### config.mk
export PLATFORM = sky130hd
export DESIGN_NAME = serial_tx
export DESIGN_NICKNAME = d
export VERILOG_FILES = /design/src/include/serial_tx_pkg.sv /design/src/design/baud_tick_gen.sv /design/src/design/serial_tx.sv
export VERILOG_INCLUDE_DIRS = /design/src /design/src/include
export SDC_FILE = /design/constraint.sdc
export NUM_CORES = 1
export LEC_CHECK = 0
export ABC_AREA = 1
export BUFFER_PORTS_ARGS = -buffer_cell sky130_fd_sc_hd__buf_2
export CAP_MARGIN = 40
export CORE_MARGIN = 1
export CORE_UTILIZATION = 25
export DETAILED_ROUTE_END_ITERATION = 8
export SETUP_SLACK_MARGIN = 0.2
export SYNTH_ARGS = -nofsm -noshare
export SYNTH_HDL_FRONTEND = slang
export SYNTH_SLANG_ARGS = --single-unit
export TNS_END_PERCENT = 50
### constraint.sdc
create_clock -name aclk -period 1.8 [get_ports aclk]
set_clock_uncertainty 0.15 [all_clocks]
set_input_delay 0.18 -clock aclk [delete_from_list [all_inputs] [get_ports aclk]]
set_output_delay 0.18 -clock aclk [all_outputs]
set_load 0.005 [all_outputs]
### src/include/serial_tx_params.svh
// Purpose: Offsets, field positions, reset values and timing counts of the serial transmitter
// Assumes: AXI4-Lite register access, 32-bit data, byte addresses
// Notes:   Constants only; types live in serial_tx_pkg
`ifndef SERIAL_TX_PARAMS_SVH
`define SERIAL_TX_PARAMS_SVH

// ---------------------------------------------------------------
// Register byte offsets
// ---------------------------------------------------------------
`define OFS_TX_CTRL     12'h000
`define OFS_RX_CTRL     12'h004
`define OFS_RATE_CTRL   12'h008
`define OFS_RATE_DIV    12'h00C
`define OFS_TX_BUF      12'h010

// ---------------------------------------------------------------
// Field positions
// ---------------------------------------------------------------
`define TXC_NINTH_BIT   0
`define TXC_SHIFT_EMPTY 1
`define TXC_BREAK_SEND  3
`define TXC_SYNC_MODE   4
`define TXC_TX_ENABLE   5
`define TXC_NINE_SEL    6
`define TXC_BUF_FREE    8
`define RXC_PORT_EN     7
`define RTC_DIV16       3
`define RTC_POL_INV     4

// ---------------------------------------------------------------
// Reset values and timing
// ---------------------------------------------------------------
`define RST_RATE_DIV    16'h0000
`define BREAK_BITS      4'hD
`define TRANSFER_CYCLES 1

`endif

### src/include/serial_tx_pkg.sv
// Purpose: Types shared by the serial transmitter files
// Assumes: Included after serial_tx_params.svh
// Notes:   Shifter states and the control bundle
package serial_tx_pkg;

   typedef enum logic [2:0] {
      ST_IDLE  = 3'b000,
      ST_START = 3'b001,
      ST_DATA  = 3'b010,
      ST_STOP  = 3'b011,
      ST_BREAK = 3'b100
   } shift_state_e;

   // Software control bits that steer the transmitter
   typedef struct packed {
      logic nine_bit_transmit_select;
      logic ninth_transmit_bit;
      logic transmit_enable_bit;
      logic sync_mode;
      logic port_enable_bit;
      logic output_polarity_invert;
      logic div16_select;
      logic break_request;
   } tx_ctrl_s;

endpackage

### src/design/baud_tick_gen.sv
// Purpose: Baud divider producing one tick per bit period
// Assumes: Divider value from software; 8-bit mode uses the low byte only
// Notes:   Restarts on sync so the first bit after a load is full length
`timescale 1ns/1ps
module baud_tick_gen #(
   parameter int DIV_W = 16
) (
   input  wire logic             aclk,
   input  wire logic             aresetn,
   input  wire logic             sync,
   input  wire logic             div16_select,
   input  wire logic [DIV_W-1:0] divisor,
   output logic                  tick
);

   logic [DIV_W-1:0] cnt_q;
   logic [DIV_W-1:0] limit;

   // ----------------------------------------------
   // Divider of the system clock
   // ----------------------------------------------
   assign limit = div16_select ? divisor : {{(DIV_W-8){1'b0}}, divisor[7:0]};
   assign tick  = (cnt_q == limit) && !sync;

   // Counts limit+1 clocks per bit period
   always_ff @(posedge aclk) begin
      if (!aresetn || sync || tick) begin
         cnt_q <= '0;
      end else begin
         cnt_q <= cnt_q + 1'b1;
      end
   end

endmodule

### src/design/serial_tx.sv
// Purpose: Asynchronous NRZ serial transmitter with one-deep buffer and AXI4-Lite registers
// Assumes: Single clock aclk, synchronous active-low reset, receiver lives elsewhere
// Notes:   Unmapped addresses answer OKAY with zero data; writes ignore byte strobes
//          except lane 0 and 1 where fields live
`timescale 1ns/1ps
`include "serial_tx_params.svh"
module serial_tx #(
   parameter int DIV_W = 16
) (
   input  wire logic        aclk,
   input  wire logic        aresetn,
   input  wire logic [11:0] s_axi_awaddr,
   input  wire logic        s_axi_awvalid,
   output logic             s_axi_awready,
   input  wire logic [31:0] s_axi_wdata,
   input  wire logic [3:0]  s_axi_wstrb,
   input  wire logic        s_axi_wvalid,
   output logic             s_axi_wready,
   output logic [1:0]       s_axi_bresp,
   output logic             s_axi_bvalid,
   input  wire logic        s_axi_bready,
   input  wire logic [11:0] s_axi_araddr,
   input  wire logic        s_axi_arvalid,
   output logic             s_axi_arready,
   output logic [31:0]      s_axi_rdata,
   output logic [1:0]       s_axi_rresp,
   output logic             s_axi_rvalid,
   input  wire logic        s_axi_rready,
   output logic             transmit_pin_o,
   output logic             transmit_pin_oe,
   output logic             transmit_buffer_free_flag
);

   // ---------------------------------------------------------------
   // Register storage
   // ---------------------------------------------------------------
   serial_tx_pkg::tx_ctrl_s      ctrl_q;
   logic [DIV_W-1:0]             divisor_q;
   logic [7:0]                   transmit_buffer_q;
   logic                         buf_full_q;
   logic [8:0]                   transmit_shifter_q;
   serial_tx_pkg::shift_state_e  state_q;
   logic [3:0]                   bit_cnt_q;
   logic                         line_q;
   logic                         flag_valid_q;

   // AXI write and read side holding
   logic [11:0] aw_addr_q;
   logic        aw_have_q;
   logic [31:0] w_data_q;
   logic [3:0]  w_strb_q;
   logic        w_have_q;
   logic        bvalid_q;
   logic        rvalid_q;
   logic [31:0] rdata_q;

   // ---------------------------------------------------------------
   // Derived control
   // ---------------------------------------------------------------
   logic async_active;
   logic tx_idle;
   logic load_shifter;
   logic tick;
   logic wr_fire;
   logic wr_buf;
   logic wr_txc;
   logic wr_rxc;
   logic wr_rtc;
   logic wr_div;
   logic last_data;
   logic shifter_empty_status;

   // Transmit path enabled only in async mode with both enables
   assign async_active = ctrl_q.transmit_enable_bit && !ctrl_q.sync_mode
                         && ctrl_q.port_enable_bit;
   assign tx_idle      = (state_q == serial_tx_pkg::ST_IDLE);
   // Waiting character moves in as soon as the shifter is idle again
   assign load_shifter = async_active && buf_full_q && tx_idle;
   assign shifter_empty_status = tx_idle;
   assign last_data    = (bit_cnt_q == (ctrl_q.nine_bit_transmit_select ? 4'h8 : 4'h7));

   // Write decode
   assign wr_fire = aw_have_q && w_have_q && !bvalid_q;
   assign wr_txc  = wr_fire && (aw_addr_q == `OFS_TX_CTRL);
   assign wr_rxc  = wr_fire && (aw_addr_q == `OFS_RX_CTRL);
   assign wr_rtc  = wr_fire && (aw_addr_q == `OFS_RATE_CTRL);
   assign wr_div  = wr_fire && (aw_addr_q == `OFS_RATE_DIV);
   assign wr_buf  = wr_fire && (aw_addr_q == `OFS_TX_BUF) && w_strb_q[0];

   // ---------------------------------------------------------------
   // Baud divider
   // ---------------------------------------------------------------
   baud_tick_gen #(
      .DIV_W(DIV_W)
   ) u_baud (
      .aclk         (aclk),
      .aresetn      (aresetn),
      .sync         (tx_idle),
      .div16_select (ctrl_q.div16_select),
      .divisor      (divisor_q),
      .tick         (tick)
   );

   // ---------------------------------------------------------------
   // AXI4-Lite write channel
   // ---------------------------------------------------------------
   assign s_axi_awready = !aw_have_q;
   assign s_axi_wready  = !w_have_q;
   assign s_axi_bvalid  = bvalid_q;
   assign s_axi_bresp   = 2'h0;

   // Address and data may arrive in either order
   always_ff @(posedge aclk) begin
      if (!aresetn) begin
         aw_have_q <= 1'b0;
         aw_addr_q <= 12'h000;
      end else if (s_axi_awvalid && !aw_have_q) begin
         aw_have_q <= 1'b1;
         aw_addr_q <= {s_axi_awaddr[11:2], 2'h0};
      end else if (wr_fire) begin
         aw_have_q <= 1'b0;
      end
   end

   always_ff @(posedge aclk) begin
      if (!aresetn) begin
         w_have_q <= 1'b0;
         w_data_q <= 32'h0000_0000;
         w_strb_q <= 4'h0;
      end else if (s_axi_wvalid && !w_have_q) begin
         w_have_q <= 1'b1;
         w_data_q <= s_axi_wdata;
         w_strb_q <= s_axi_wstrb;
      end else if (wr_fire) begin
         w_have_q <= 1'b0;
      end
   end

   // Response one cycle after both halves are held
   always_ff @(posedge aclk) begin
      if (!aresetn) begin
         bvalid_q <= 1'b0;
      end else if (wr_fire) begin
         bvalid_q <= 1'b1;
      end else if (s_axi_bready) begin
         bvalid_q <= 1'b0;
      end
   end

   // ---------------------------------------------------------------
   // Control registers
   // ---------------------------------------------------------------
   // Break request self-clears once the break frame has started
   always_ff @(posedge aclk) begin
      if (!aresetn) begin
         ctrl_q    <= '0;           // Polarity resets to high-true
         divisor_q <= `RST_RATE_DIV;
      end else begin
         if (wr_txc && w_strb_q[0]) begin
            ctrl_q.ninth_transmit_bit       <= w_data_q[`TXC_NINTH_BIT];
            ctrl_q.sync_mode                <= w_data_q[`TXC_SYNC_MODE];
            ctrl_q.transmit_enable_bit      <= w_data_q[`TXC_TX_ENABLE];
            ctrl_q.nine_bit_transmit_select <= w_data_q[`TXC_NINE_SEL];
            ctrl_q.break_request            <= w_data_q[`TXC_BREAK_SEND];
         end else if (state_q == serial_tx_pkg::ST_BREAK) begin
            ctrl_q.break_request <= 1'b0;
         end
         if (wr_rxc && w_strb_q[0]) begin
            ctrl_q.port_enable_bit <= w_data_q[`RXC_PORT_EN];
         end
         if (wr_rtc && w_strb_q[0]) begin
            ctrl_q.div16_select           <= w_data_q[`RTC_DIV16];
            ctrl_q.output_polarity_invert <= w_data_q[`RTC_POL_INV];
         end
         if (wr_div) begin
            if (w_strb_q[0]) divisor_q[7:0]       <= w_data_q[7:0];
            if (w_strb_q[1]) divisor_q[DIV_W-1:8] <= w_data_q[DIV_W-1:8];
         end
      end
   end

   // ---------------------------------------------------------------
   // Transmit buffer
   // ---------------------------------------------------------------
   // A write while full overwrites the waiting character
   always_ff @(posedge aclk) begin
      if (!aresetn || !ctrl_q.transmit_enable_bit) begin
         buf_full_q        <= 1'b0;
         transmit_buffer_q <= 8'h00;
      end else if (wr_buf) begin
         buf_full_q        <= 1'b1;
         transmit_buffer_q <= w_data_q[7:0];
      end else if (load_shifter) begin
         buf_full_q <= 1'b0;
      end
   end

   // ---------------------------------------------------------------
   // Shifter state machine
   // ---------------------------------------------------------------
   // One tick per bit keeps each level for one bit period; a stop bit with the next character waiting lasts one clock more, for the idle cycle
   always_ff @(posedge aclk) begin
      if (!aresetn || !async_active) begin
         state_q            <= serial_tx_pkg::ST_IDLE;
         transmit_shifter_q <= 9'h000;
         bit_cnt_q          <= 4'h0;
         line_q             <= 1'b1;
      end else begin
         case (state_q)
            serial_tx_pkg::ST_IDLE: begin
               line_q <= 1'b1;
               if (load_shifter) begin
                  // Ninth bit sampled at transfer time
                  transmit_shifter_q <= {ctrl_q.ninth_transmit_bit,
                                         transmit_buffer_q};
                  bit_cnt_q <= 4'h0;
                  line_q    <= 1'b0; // Start bit right after transfer
                  state_q   <= ctrl_q.break_request ? serial_tx_pkg::ST_BREAK
                                                    : serial_tx_pkg::ST_START;
               end
            end
            serial_tx_pkg::ST_START: begin
               if (tick) begin
                  line_q  <= transmit_shifter_q[0];
                  state_q <= serial_tx_pkg::ST_DATA;
               end
            end
            serial_tx_pkg::ST_DATA: begin
               if (tick) begin
                  if (last_data) begin
                     line_q  <= 1'b1; // Single stop bit at mark
                     state_q <= serial_tx_pkg::ST_STOP;
                  end else begin
                     transmit_shifter_q <= {1'b0, transmit_shifter_q[8:1]};
                     line_q             <= transmit_shifter_q[1];
                     bit_cnt_q          <= bit_cnt_q + 4'h1;
                  end
               end
            end
            serial_tx_pkg::ST_STOP: begin
               if (tick) begin
                  state_q <= serial_tx_pkg::ST_IDLE;
               end
            end
            serial_tx_pkg::ST_BREAK: begin
               // Start bit plus twelve space bits, then the stop bit
               if (tick) begin
                  if (bit_cnt_q == `BREAK_BITS - 4'h1) begin
                     line_q  <= 1'b1;
                     state_q <= serial_tx_pkg::ST_STOP;
                  end else begin
                     bit_cnt_q <= bit_cnt_q + 4'h1;
                  end
               end
            end
            default: begin
               state_q <= serial_tx_pkg::ST_IDLE;
            end
         endcase
      end
   end

   // ---------------------------------------------------------------
   // Pin drive
   // ---------------------------------------------------------------
   // Polarity applies only in async mode; pin released when not enabled
   assign transmit_pin_o  = (ctrl_q.output_polarity_invert && !ctrl_q.sync_mode)
                            ? !line_q : line_q;
   assign transmit_pin_oe = ctrl_q.port_enable_bit && ctrl_q.transmit_enable_bit;

   // ---------------------------------------------------------------
   // Buffer-free flag
   // ---------------------------------------------------------------
   // Flag settles on the second cycle after a buffer write
   always_ff @(posedge aclk) begin
      if (!aresetn) begin
         flag_valid_q <= 1'b0;
      end else begin
         flag_valid_q <= ctrl_q.transmit_enable_bit && !buf_full_q;
      end
   end
   // Enable raises the flag at once since the buffer is empty then
   assign transmit_buffer_free_flag = ctrl_q.transmit_enable_bit
                                      && (!buf_full_q || flag_valid_q) && !wr_buf;

   // ---------------------------------------------------------------
   // AXI4-Lite read channel
   // ---------------------------------------------------------------
   logic [31:0] rd_mux;
   assign s_axi_arready = !rvalid_q;
   assign s_axi_rvalid  = rvalid_q;
   assign s_axi_rresp   = 2'h0;
   assign s_axi_rdata   = rdata_q;
   assign rd_mux =
      (s_axi_araddr[11:2] == `OFS_TX_CTRL >> 2) ?
         {23'h0, transmit_buffer_free_flag, 1'b0, ctrl_q.nine_bit_transmit_select,
          ctrl_q.transmit_enable_bit, ctrl_q.sync_mode, ctrl_q.break_request, 1'b0,
          shifter_empty_status, ctrl_q.ninth_transmit_bit} :
      (s_axi_araddr[11:2] == `OFS_RX_CTRL >> 2) ? {24'h0, ctrl_q.port_enable_bit, 7'h00} :
      (s_axi_araddr[11:2] == `OFS_RATE_CTRL >> 2) ?
         {27'h0, ctrl_q.output_polarity_invert, ctrl_q.div16_select, 3'h0} :
      (s_axi_araddr[11:2] == `OFS_RATE_DIV >> 2) ? {{(32-DIV_W){1'b0}}, divisor_q} :
      32'h0000_0000;

   // Read data registered; buffer reads as zero
   always_ff @(posedge aclk) begin
      if (!aresetn) begin
         rvalid_q <= 1'b0;
         rdata_q  <= 32'h0000_0000;
      end else if (s_axi_arvalid && !rvalid_q) begin
         rvalid_q <= 1'b1;
         rdata_q  <= rd_mux;
      end else if (s_axi_rready) begin
         rvalid_q <= 1'b0;
      end
   end

endmodule

==> results summary <==
The flow ran to the end, but the final reports show violations. The checks that failed: setup timing. The startpoint identified for the worst register-to-register timing path is state_q[0]$_SDFFE_PP0P_. The number of cell rows came out at 52. By area the synthesized netlist is led by dfxtp_1 (43%), nand2_1 (9.7%), nor2_1 (9.0%), o21ai_0 (7.0%), inv_1 (6.8%). 111 I/O pins were placed.

The number of iterations in the first detailed-routing pass came out at 7. The worst register-to-register path ends at state_q[1]$_SDFFE_PP0P_. The root buffer cell chosen for the clock tree is clkbuf_16.

The initial standard-cell utilization of the core is 25.9%. The overall die height came out at 148 um. The number of storage elements in the synthesis netlist is 115.

The post-route netlist has 30.2% of its cells at a drive strength greater than 1. The initial antenna violation count came out at 0. The static leakage power came out at 3.48 nW.

The sum of overflow across all layers after global routing is 0. The maximum resistive drop on vdd came out at 0.635 mV. Based on the critical path, the design can be clocked at up to 0.493 GHz. TritonCTS built the clock tree. The worst hold path stage count is 3. The global-route usage over all layers is 13.8%. For hold timing, the worst endpoint is s_axi_rvalid$_SDFFE_PN0P_. The number of port buffers is 68. Entering global routing, the biggest net connects 38 pins. The data required time at the worst endpoint came out at 1.47 ns. In this run the cell area of the synthesized design comes to 0.00532 mm2. The average instance in the mapped netlist occupies 7.00 um2. In the routed layout, each cell is associated on average with a via count of 4.32. The wire length per cell after detailed routing is 12.1 um. nand2_1 is the most common cell in the netlist. The pre-CTS worst setup slack is -0.233 ns. The wire-length estimate of the detail-placed layout is 10.4 mm.

The length in cells of the worst reg-to-reg path came out at 10. The fraction of synthesized cell area taken by the top area cell type is 43.3%. The number of slew-limit violations in the final report came to 0. The first global-routing pass estimated 24.0 mm of wire.

The routed layout has 5,354 vias. Setup violations remaining at the end of the flow were counted as 19. In this run the horizontal extent of the chip is 148 um. The tightest min-delay check is of the in -> reg type. The transition time at the pin with the least slew margin is 0.527 ns.

The count of final hold-check violations came to 0. In the routed design, unresolved DRC markers number 0. Summing the sequential cell areas from Yosys gives 43.3% of the chip area.

Ranked by instance count, the synthesized netlist is headed by nand2_1 (138), nor2_1 (127), dfxtp_1 (115). In the synthesized netlist the async set-or-reset flop fraction comes to 0%. At the end of routability-driven placement, the weighted congestion stood at 0.805. The placed cell area is 0.00641 mm2. The number of nets in the layout came out at 1,025. Setup repair after global routing could not meet its margin everywhere. The clock-pin slew of the registers on the worst-case setup and hold paths came out at 0.05 ns. The floorplan step defined a die boundary enclosing 0.0219 mm2. Buffers inserted during clock tree synthesis total 17.

The detail route stage leaves a number of antenna-violating nets equal to 0. The DRC marker count from the first detailed-route iteration is 244. For the finished layout, the period the worst path requires is 2.03 ns. The repair_antennas step left the layout with diodes totalling 0.

The post-placement cell count came out at 1,152. The number of global-route vias before repair was 4,950. Relative to the synthesized area, the layout overhead comes to 50.5%. The number of buffers on the longest clock path came out at 2. STA puts the critical path data arrival time at 1.70 ns. The worst setup path is launched from a flip-flop.

The critical setup path kind is reg -> out. The startpoint of the lowest-slack hold path is s_axi_rready. The yosys synthesis warning count came out at 0. The post-layout instance count excluding filler cells is 1,238. The worst reg-to-reg setup slack came out at -0.18 ns.

The clock drives 115 sinks. The post-route standard cell area excluding fillers is 0.00800 mm2. The distinct cell type count after synthesis came out at 40. The final worst slack came out at -0.227 ns. The instance count of the mapped netlist came out at 760. Summed over all instances, the cell type with the most area after synthesis is dfxtp_1. The largest driver fanout on the critical path is 3. Power spread over the standard cell area amounts to 837 mW/mm2. Summed over all layers, the routed wires come to 15.0 mm. The max-cap check violation count is 0. The insertion delay of the later-clocked pin in the worst-skew pair is 0.41 ns.

The count of flip-flops with a built-in enable after synthesis came out at 0. The total core area came out at 0.0206 mm2. The commonest register cell after synthesis is dfxtp_1.

The H-tree depth reported by CTS came out at 4. The element type at the critical path end is a primary output. The part of the cycle the worst path needs came out at 113%.

The final-layout worst hold slack is 0.0102 ns. The worst slew slack as a fraction of its limit is 64.5%.
## cells in the final DEF (no fill, tap or decap), drive strengths merged, types with 2 or more instances in the layout
| master | instances |
|---|---|
| a211oi | 6 |
| a21boi | 2 |
| a21oi | 66 |
| a22oi | 2 |
| buf | 165 |
| bufinv | 4 |
| clkbuf | 25 |
| clkinv | 3 |
| clkinvlp | 3 |
| conb | 20 |
| dfxtp | 115 |
| dlygate4sd3 | 32 |
| ha | 3 |
| inv | 96 |
| nand2 | 142 |
| nand3 | 31 |
| nand4 | 10 |
| nor2 | 128 |
| nor3 | 14 |
| nor4 | 3 |
| o21ai | 74 |
| o21bai | 5 |
| or2 | 2 |
| xor2 | 10 |
## state kept, by name, indices dropped and copies added (netlist names), 8 cells and up
name,flops
transmit_buffer_q,8
s_axi_rdata,16
aw_addr_q,10
w_data_q,16
ctrl_q,8
u_baud.cnt_q,16
divisor_q,16
transmit_shifter_q,9
## metal layers
| metal | wire [um] | global-route usage (%) |
|---|---|---|
| met5 | 0 | 0 |
| met4 | 212 | 5.62 |
| met3 | 628 | 2.59 |
| met2 | 7040 | 22.3 |
| met1 | 7110 | 18.1 |
## area by class of cell
| class | count | area (um2) |
|---|---|---|
| Clock inverter | 8 | 145 |
| Timing Repair Buffer | 198 | 1490 |
| Multi-Input combinational cell | 525 | 2830 |
| Clock buffer | 24 | 512 |
| Sequential cell | 115 | 2320 |
| Fill cell | 2084 | 12600 |
| Tap cell | 270 | 338 |
| Inverter | 98 | 372 |
## timing repair
item / 4_1_cts / 5_1_grt
setup buffers: 12 / 8
hold buffers: 32 / 0
cloned: 1 / 1
setup endpoints to repair: 50 / 83
resized for setup: 46 / 87
hold endpoints to repair: 32 / 0
pin swaps: 14 / 39
## worst max-delay path by stage
stage,startpoint,endpoint,slack [ns]
3_3_place_gp,ctrl_q[1]$_SDFFE_PN0P_,bit_cnt_q[2]$_SDFFE_PP0P_,-0.15
5_1_grt,ctrl_q[1]$_SDFFE_PN0P_,state_q[1]$_SDFFE_PP0P_,-0.34
2_1_floorplan,ctrl_q[1]$_SDFFE_PN0P_,transmit_shifter_q[1]$_SDFFE_PP0P_,-0.008
6_report,aw_addr_q[11]$_SDFFE_PN0P_,transmit_buffer_free_flag,-0.23
3_5_place_dp,ctrl_q[1]$_SDFFE_PN0P_,bit_cnt_q[2]$_SDFFE_PP0P_,-0.23
4_1_cts,aw_addr_q[10]$_SDFFE_PN0P_,transmit_buffer_free_flag,-0.20
## kinds of logic (layout without fill, tap and decap cells)
kind of cell	Yosys count	after routing	synth area share [%]
compound gates	160	160	16.2
xor+xnor	11	11	1.81
fa+ha+maj	3	3	0.706
buf+inv	140	328	12.1
flops	115	115	43.3
other cells	1	20	0.0705
simple gates	330	331	25.8
## metrics by stage
step	setup TNS [ns]	util (%)	power, W
after global routing	-6.49	38.9	0.00694
after global placement	-3.84	31.2	0.00297
after detailed placement	-5.40	31.2	0.00297
final	-2.41	38.9	0.00670
after CTS	-2.50	37.1	0.00673
after floorplan	-0.0550	-	0.00288
## power by group
group          switching (W)  internal, W
sequential         0.0000429      0.00261
clock                0.00116      0.00253
combinational       0.000201     0.000159
## critical path, stage by stage (launching register included)
cell and delay [ns]:
dfxtp_2 0.33, nor2_4 0.13, nand3_2 0.11, nor4_4 0.24, nand2_2 0.09, inv_2 0.09, nor3_2 0.04, buf_4 0.14
buf_6 0.11
No activity file was read; power rests on OpenSTA's default activity.
